$ cat src/hdl/pso_pkg.sv
// Constants and types for the port shed and overpower control block
package pso_pkg;
    // Register offsets
    localparam logic [7:0] DC_ADDR     = 8'h14;
    localparam logic [7:0] SR_ADDR     = 8'h15;
    // Reset values
    localparam logic [7:0] DC_RESET    = 8'h00;
    localparam logic [7:0] SR_RESET    = 8'h00;
    localparam logic [7:0] RDATA_RESET = 8'h00;
    // Field positions (four bits each)
    localparam int         CLASS_LSB   = 4;
    localparam int         DETECT_LSB  = 0;
    localparam int         RANK_LSB    = 4;
    localparam int         KEEP_LSB    = 0;
    localparam int         FIELD_W     = 4;
    // Class/detect pair codes
    localparam logic [1:0] CODE_DETECT = 2'h1;
    localparam logic [1:0] CODE_FULL   = 2'h3;
    // Port operating modes
    typedef enum logic [1:0] {
        PSO_SHUTDOWN = 2'b00,
        PSO_MANUAL   = 2'b01,
        PSO_SEMI     = 2'b10,
        PSO_AUTO     = 2'b11
    } pso_mode_t;
endpackage

$ cat src/hdl/pso_ctrl.sv
// Quad detect/class enables, emergency shedding and overpower-cut inhibit
//
// Notes on behaviour
// - Shutdown, power-off, port reset, quad reset clear enables.
// - Emergency shed event clears every port's enables.
// - Manual-mode enable write sets push detect bits.
// - Rank/inhibit register resets zero; rank high nibble.
// - Rank bit one sheds port, only single-level mode.
// - Quad reset clears all rank bits.
// - Emergency input rising registers a shed event.
// - Shed ports get full pushbutton power-off actions.
// - Inhibit acts only in power good state.
// - Inhibit zero cuts on overpower; one keeps power.
// - Overcurrent or disconnect still cut power.
// - Overpower faults still reported with inhibit set.
// - Semi: 01 detect, 11 adds class; auto: 11.
`timescale 1ns/1ps
module pso_ctrl
#(
    parameter int NPORTS = 4
)
(
    // Clock and reset
    input  wire logic                clk,
    input  wire logic                reset_n,
    // Register access
    input  wire logic                reg_wr,
    input  wire logic                reg_rd,
    input  wire logic [7:0]          reg_addr,
    input  wire logic [7:0]          reg_wdata,
    output logic      [7:0]          reg_rdata,
    // Port and quad control
    input  wire logic [2*NPORTS-1:0] port_operating_mode,
    input  wire logic [NPORTS-1:0]   push_power_off,
    input  wire logic [NPORTS-1:0]   port_reset_push,
    input  wire logic                quad_reset,
    input  wire logic                multilevel_rank_enable,
    input  wire logic                emergency_flag_clear,
    // Emergency shutdown pin
    input  wire logic                emergency_shed_input,
    // Port condition
    input  wire logic [NPORTS-1:0]   port_power_good,
    input  wire logic [NPORTS-1:0]   over_two_pair,
    input  wire logic [NPORTS/2-1:0] over_four_pair,
    input  wire logic [NPORTS-1:0]   over_current,
    input  wire logic [NPORTS-1:0]   pd_disconnect,
    // Detection and class control
    output logic      [NPORTS-1:0]   detect_check_run,
    output logic      [NPORTS-1:0]   class_probe_run,
    output logic      [NPORTS-1:0]   auto_power_on_arm,
    output logic      [7:0]          push_detect_probe,
    // Emergency shedding
    output logic                     emergency_shed_flag,
    output logic      [NPORTS-1:0]   shed_power_off,
    // Overpower results
    output logic      [NPORTS-1:0]   port_power_cut,
    output logic      [NPORTS-1:0]   two_pair_overpower_fault,
    output logic      [NPORTS-1:0]   four_pair_overpower_fault
);
    if (NPORTS != pso_pkg::FIELD_W)
    begin : g_check
        $error("pso_ctrl serves exactly four ports per quad");
    end

    localparam logic [3:0] ZERO4 = 4'h0;

    // Registers and next values
    logic [7:0]        class_detect;
    logic [7:0]        next_class_detect;
    logic [7:0]        shed_rank_overpower_keep;
    logic [7:0]        next_shed_rank_overpower_keep;
    logic [7:0]        next_reg_rdata;
    logic [7:0]        next_push_detect_probe;
    logic [3:0]        next_detect_check_run;
    logic [3:0]        next_class_probe_run;
    logic [3:0]        next_auto_power_on_arm;
    logic [3:0]        next_shed_power_off;
    logic              next_emergency_shed_flag;
    // Pin synchroniser
    logic              es_meta;
    logic              es_sync;
    logic              es_prev;
    // Decoded terms
    logic              shed_event;
    logic [3:0]        clear_mask;
    logic [3:0]        manual_mask;
    logic [3:0]        run_mask;
    logic [3:0]        rank;
    logic [3:0]        keep;

    function automatic pso_pkg::pso_mode_t port_mode(input logic [7:0] modes, input int idx);
        port_mode = pso_pkg::pso_mode_t'(modes[2*idx +: 2]);
    endfunction

    assign rank = shed_rank_overpower_keep[pso_pkg::RANK_LSB +: pso_pkg::FIELD_W];
    assign keep = shed_rank_overpower_keep[pso_pkg::KEEP_LSB +: pso_pkg::FIELD_W];

    always_comb
    begin
        shed_event                    = es_sync & ~es_prev;
        next_class_detect             = class_detect;
        next_shed_rank_overpower_keep = shed_rank_overpower_keep;
        next_push_detect_probe        = 8'h00;
        next_reg_rdata                = reg_rdata;
        next_emergency_shed_flag      = emergency_shed_flag;
        // Single-level rank picks ports to shed
        next_shed_power_off           = (shed_event && !multilevel_rank_enable)
                                      ? rank : ZERO4;
        clear_mask                    = ZERO4;
        manual_mask                   = ZERO4;
        run_mask                      = ZERO4;
        for (int i = 0; i < 4; i++)
        begin
            case (port_mode(port_operating_mode, i))
                pso_pkg::PSO_SHUTDOWN: clear_mask[i] = 1'b1;
                pso_pkg::PSO_MANUAL:   manual_mask[i] = 1'b1;
                pso_pkg::PSO_SEMI:     run_mask[i] = 1'b1;
                pso_pkg::PSO_AUTO:     run_mask[i] = 1'b1;
                default:               clear_mask[i] = 1'b1;
            endcase
        end
        clear_mask = clear_mask | push_power_off | port_reset_push
                   | {4{quad_reset}} | {4{shed_event}} | next_shed_power_off;
        // Host write of enables
        if (reg_wr && reg_addr == pso_pkg::DC_ADDR)
        begin
            // Shutdown ports ignore the write
            for (int i = 0; i < 4; i++)
            begin
                if (run_mask[i])
                begin
                    next_class_detect[pso_pkg::CLASS_LSB + i]  =
                        reg_wdata[pso_pkg::CLASS_LSB + i];
                    next_class_detect[pso_pkg::DETECT_LSB + i] =
                        reg_wdata[pso_pkg::DETECT_LSB + i];
                end
            end
            next_push_detect_probe = reg_wdata & {manual_mask, manual_mask};
        end
        if (reg_wr && reg_addr == pso_pkg::SR_ADDR)
            next_shed_rank_overpower_keep = reg_wdata;
        // Automatic clearing overrides the write
        next_class_detect = next_class_detect & ~{clear_mask, clear_mask};
        if (quad_reset)
            next_shed_rank_overpower_keep[pso_pkg::RANK_LSB +: pso_pkg::FIELD_W] = ZERO4;
        // Decode of the pair codes
        for (int i = 0; i < 4; i++)
        begin
            next_detect_check_run[i]  = 1'b0;
            next_class_probe_run[i]   = 1'b0;
            next_auto_power_on_arm[i] = 1'b0;
            case (port_mode(port_operating_mode, i))
                pso_pkg::PSO_SEMI:
                begin
                    next_detect_check_run[i] =
                        {class_detect[pso_pkg::CLASS_LSB + i],
                         class_detect[pso_pkg::DETECT_LSB + i]} == pso_pkg::CODE_DETECT
                        || {class_detect[pso_pkg::CLASS_LSB + i],
                            class_detect[pso_pkg::DETECT_LSB + i]} == pso_pkg::CODE_FULL;
                    next_class_probe_run[i]  =
                        {class_detect[pso_pkg::CLASS_LSB + i],
                         class_detect[pso_pkg::DETECT_LSB + i]} == pso_pkg::CODE_FULL;
                end
                pso_pkg::PSO_AUTO:
                begin
                    next_detect_check_run[i]  =
                        {class_detect[pso_pkg::CLASS_LSB + i],
                         class_detect[pso_pkg::DETECT_LSB + i]} == pso_pkg::CODE_FULL;
                    next_class_probe_run[i]   = next_detect_check_run[i];
                    next_auto_power_on_arm[i] = next_detect_check_run[i];
                end
                default:
                begin
                    next_detect_check_run[i] = 1'b0;
                end
            endcase
        end
        // Sticky flag, set beats clear
        if (emergency_flag_clear)
            next_emergency_shed_flag = 1'b0;
        if (shed_event)
            next_emergency_shed_flag = 1'b1;
        if (reg_rd)
        begin
            case (reg_addr)
                pso_pkg::DC_ADDR: next_reg_rdata = class_detect;
                pso_pkg::SR_ADDR: next_reg_rdata = shed_rank_overpower_keep;
                default:          next_reg_rdata = 8'h00;
            endcase
        end
    end

    always_ff @(posedge clk or negedge reset_n)
    begin
        if (!reset_n)
        begin
            es_meta                  <= 1'b0;
            es_sync                  <= 1'b0;
            es_prev                  <= 1'b0;
            class_detect             <= pso_pkg::DC_RESET;
            shed_rank_overpower_keep <= pso_pkg::SR_RESET;
            reg_rdata                <= pso_pkg::RDATA_RESET;
            push_detect_probe        <= 8'h00;
            detect_check_run         <= ZERO4;
            class_probe_run          <= ZERO4;
            auto_power_on_arm        <= ZERO4;
            shed_power_off           <= ZERO4;
            emergency_shed_flag      <= 1'b0;
        end
        else
        begin
            es_meta                  <= emergency_shed_input;
            es_sync                  <= es_meta;
            es_prev                  <= es_sync;
            class_detect             <= next_class_detect;
            shed_rank_overpower_keep <= next_shed_rank_overpower_keep;
            reg_rdata                <= next_reg_rdata;
            push_detect_probe        <= next_push_detect_probe;
            detect_check_run         <= next_detect_check_run;
            class_probe_run          <= next_class_probe_run;
            auto_power_on_arm        <= next_auto_power_on_arm;
            shed_power_off           <= next_shed_power_off;
            emergency_shed_flag      <= next_emergency_shed_flag;
        end
    end

    for (genvar g = 0; g < NPORTS; g++)
    begin : g_port
        pso_port_guard u_guard
        (
            .clk                       (clk),
            .reset_n                   (reset_n),
            .power_good                (port_power_good[g]),
            .over_two_pair             (over_two_pair[g]),
            .over_four_pair            (over_four_pair[g/2]),
            .over_current              (over_current[g]),
            .pd_gone                   (pd_disconnect[g]),
            .overpower_cut_inhibit     (keep[g]),
            .power_cut                 (port_power_cut[g]),
            .two_pair_overpower_fault  (two_pair_overpower_fault[g]),
            .four_pair_overpower_fault (four_pair_overpower_fault[g])
        );
    end
endmodule

$ cat src/hdl/pso_port_guard.sv
// Per-port overpower, overcurrent and disconnect power-cut decision
`timescale 1ns/1ps
module pso_port_guard
(
    // Clock and reset
    input  wire logic clk,
    input  wire logic reset_n,
    // Port condition
    input  wire logic power_good,
    input  wire logic over_two_pair,
    input  wire logic over_four_pair,
    input  wire logic over_current,
    input  wire logic pd_gone,
    input  wire logic overpower_cut_inhibit,
    // Results
    output logic      power_cut,
    output logic      two_pair_overpower_fault,
    output logic      four_pair_overpower_fault
);
    logic prev_2p;
    logic prev_4p;
    logic next_power_cut;
    logic next_fault_2p;
    logic next_fault_4p;
    logic over_2p_pg;
    logic over_4p_pg;

    always_comb
    begin
        // Inhibit only matters in power good
        over_2p_pg     = power_good & over_two_pair;
        over_4p_pg     = power_good & over_four_pair;
        next_power_cut = power_good & (over_current | pd_gone
                       | ((over_2p_pg | over_4p_pg) & ~overpower_cut_inhibit));
        // Faults reported whatever the inhibit says
        next_fault_2p  = over_2p_pg & ~prev_2p;
        next_fault_4p  = over_4p_pg & ~prev_4p;
    end

    always_ff @(posedge clk or negedge reset_n)
    begin
        if (!reset_n)
        begin
            prev_2p                   <= 1'b0;
            prev_4p                   <= 1'b0;
            power_cut                 <= 1'b0;
            two_pair_overpower_fault  <= 1'b0;
            four_pair_overpower_fault <= 1'b0;
        end
        else
        begin
            prev_2p                   <= over_2p_pg;
            prev_4p                   <= over_4p_pg;
            power_cut                 <= next_power_cut;
            two_pair_overpower_fault  <= next_fault_2p;
            four_pair_overpower_fault <= next_fault_4p;
        end
    end
endmodule

$ cat config.mk
export PLATFORM = sky130hd
export DESIGN_NAME = pso_ctrl
export DESIGN_NICKNAME = d
export VERILOG_FILES = /design/src/hdl/pso_pkg.sv /design/src/hdl/pso_ctrl.sv /design/src/hdl/pso_port_guard.sv
export SDC_FILE = /design/constraint.sdc
export NUM_CORES = 1
export LEC_CHECK = 0
export ABC_AREA = 1
export ABC_CLOCK_PERIOD_IN_PS = 1240
export BUFFER_PORTS_ARGS = -buffer_cell sky130_fd_sc_hd__clkbuf_2
export CORE_ASPECT_RATIO = 0.5
export CORE_MARGIN = 1.5
export CORE_UTILIZATION = 52
export CTS_BUF_LIST = sky130_fd_sc_hd__clkbuf_4 sky130_fd_sc_hd__clkbuf_8
export DETAILED_ROUTE_END_ITERATION = 10
export PLACE_DENSITY = 0.83
export SYNTH_ARGS = -nofsm -noshare
export SYNTH_HDL_FRONTEND = slang
export SYNTH_HIERARCHICAL = 1
export SYNTH_SLANG_ARGS = --single-unit
$ cat constraint.sdc
create_clock -name clk -period 1.24 [get_ports clk]
set_input_delay 0.248 -clock clk [delete_from_list [all_inputs] [get_ports clk]]
set_output_delay 0.248 -clock clk [all_outputs]
set_load 0.01 [all_outputs]
==> results.txt <==
worst reg-to-reg setup slack = 100 ps
share of the synthesized area in the top cell type = 60.5%
Pwr Total = 4.72 mW
Synth Area in Adders = 0%
Total Nets Final = 490
CTS tree = done
dominant cells by area after synthesis = dfrtp_1, nand2_1, inv_1
# rows = 19
Core Area = 0.00549 mm²
EDFF count, synth = 0
Area growth syn-to-layout = 29.4%
Req. time, crit path = 1520 ps
GRT Util Overall = 24.7%
fraction of the mapped netlist area in compound gates = 6.38%
Pwr Density = 1220 mW/mm²
Startpoint Class = flip-flop
# hold bufs at CTS = 2
initial core utilization = 54.2%
main combinational cell family by area after synthesis = simple AND/OR/NAND/NOR gates
post-synthesis simple-gate area fraction = 26.4%
initial antenna violation count = 0
Detail Route Antenna Nets = 0
Syn Nets = 374
Post-CTS Setup Bufs = 0
Worst VDD drop = 1040 µV
post-cts sizing count = 0
fmax = 881 MHz
drt first pass iters = 4
run status = completed
number of diodes = 0
Vias/cell = 4.95
prevailing post-synth register cell = dfrtp_1
final worst-path cycle share = 91.6%
Slew Viols, Final = 0
Final Skew = 6.50 ps
post-synthesis sequential area ratio = 60.5%
FILL cells = 427
Synth area leader = dfrtp_1
HPWL Detailed = 4.82 mm
largest net degree at the start of global routing = 27
crit path capture type = flip-flop
XOR/XNOR share of the synthesized area = 0%
layout cell share with drive strength beyond 1 = 33.3%
worst relative slew slack = 76.0%
clk_lat worst skew = 350 ps
RSZ-0062 raised after global routing = no
crit path kind = reg -> reg
P_leak = 2.15 nW
mapped cell area = 0.00298 mm²
utilization after layout = 70.2%
vias = 2,520
# IOs = 103
DRT iter0 DRCs = 165
# port buffers = 102
Placed Instances = 492
CTS Root Cell = clkbuf_8
setup ws final = 105 ps
Die ar. = 0.00622 mm²
DR DRC count = 0
Final Instance Area = 0.00386 mm²
width of the die = 110 µm
Clock Path Buffers = 2
Die H = 56.5 µm
total gr overflow = 0
per-cell routed wire length = 13.0 µm
post-synthesis mux area share = 0%
Netlist cell types = 24
Syn Area/Cell = 9.43 µm²
flops & latches, synth = 72
Post-Layout Cell Count = 509
first-pass GRT wire length = 11.2 mm
area of placed instances = 0.00363 mm²
Placer Congestion = 0.824
Clock transition at path regs = 70 ps
asr flop ratio synth = 100%
setup violators final = 0
dpl ws = -6.72 ps
Worst Max-Slew Pin Slew = 360 ps
Clock Sinks = 72
TritonCTS buffer count = 9
H-tree levels = 3
Hold Fails Final Rpt = 0
Syn Inst Count = 316
worst-path fanout max = 6
Crit path arrival time = 1420 ps
Max Cap Viol = 0
routed wire length = 6.63 mm
YS warnings = 6
Hold/Removal Path Class = in -> reg
vias in the first global route = 2,464
crit path time final = 1140 ps
[metal layers]
layer / vias to the layer above / track usage [%] / wire [µm]
met1: 1175 / 32.6 / 2920
met4: 0 / 9.09 / 125
met2: 105 / 37.1 / 3020
met5: - / 0 / 0
li1: 1226 / - / -
met3: 14 / 9.29 / 563
[flip-flops by register name, indices dropped and copies added, names as in the netlist]
register                                  cells
shed_power_off                                4
es_prev                                       1
class_probe_run                               4
g_port.u_guard/four_pair_overpower_fault      4
g_port.u_guard/power_cut                      4
g_port.u_guard/prev_2p                        4
g_port.u_guard/two_pair_overpower_fault       4
shed_rank_overpower_keep                      8
emergency_shed_flag                           1
es_meta                                       1
reg_rdata                                     8
push_detect_probe                             8
detect_check_run                              4
auto_power_on_arm                             4
class_detect                                  8
g_port.u_guard/prev_4p                        4
es_sync                                       1
[cell type report]
type	count	area, µm²	area share, %
Clock inverter	3	40.0	1.04
Inverter	44	165	4.28
Clock buffer	12	165	4.28
Tap cell	73	91.3	2.37
Sequential cell	72	1800	46.7
Timing Repair Buffer	110	616	16.0
Multi-Input combinational cell	195	977	25.3
[report_power, final]
part           leakage, nW  total [mW]  internal, mW  switching, mW
logic                 1.09       0.391         0.157          0.233
registers            0.957        2.42          2.40         0.0174
clock network        0.108        1.91          1.08          0.831
[final timing paths]
| path | start | end | cells after the start |
|---|---|---|---|
| max | es_prev$_DFF_PN0_ | shed_power_off[2]$_DFF_PN0_ | 4 |
| max in group asynchronous | reset_n | class_probe_run[1]$_DFF_PN0_ | 3 |
| min reg2reg | es_meta$_DFF_PN0_ | es_sync$_DFF_PN0_ | 0 |
| min in group asynchronous | reset_n | push_detect_probe[2]$_DFF_PN0_ | 2 |
| min | emergency_flag_clear | emergency_shed_flag$_DFFE_PN0P_ | 2 |
| max reg2reg | es_prev$_DFF_PN0_ | shed_power_off[2]$_DFF_PN0_ | 4 |
[stage by stage]
stage          hold WS [ps]  setup TNS [ps]
6_report               75.6               0
5_1_grt                83.3               0
4_1_cts                65.8               0
3_5_place_dp            187           -6.72
3_3_place_gp            182               0
2_1_floorplan         -47.6               0
[layout by cell type, fill, tap and decap left out, types with 4 or more instances in the layout]
cell,instances
a21oi_1,12
a21oi_2,4
buf_4,4
clkbuf_2,101
clkbuf_8,12
dfrtp_1,72
inv_1,42
nand2_1,95
nand3_1,12
nand4_1,8
nor2_1,23
nor3_1,4
nor3b_1,4
nor3b_2,8
o211ai_1,4
o21ai_0,13
[cells by family after synthesis]
kind of cell,Yosys count
AO/OA/AOI/OAI,33
flip-flops,72
buffers and inverters,49
AND/OR/NAND/NOR,162
[critical path, cell delays in order (launching register included)]
cell	delay (ps)
dfrtp_1	360
nor2_1	90
inv_1	140
or2_2	360
nor2_1	110
[Yosys cell counts, types with 2 or more instances]
cell	n
nand2_2	3
inv_1	42
o211ai_1	4
nand4_1	8
dfrtp_1	72
buf_4	2
a21oi_2	4
a21oi_1	12
nor2_1	23
nand3_1	12
nor3_1	4
nand2_1	95
nor3b_1	4
o21ai_0	13
inv_2	2
nor3b_2	8
Power figures use the tool's default switching activity.
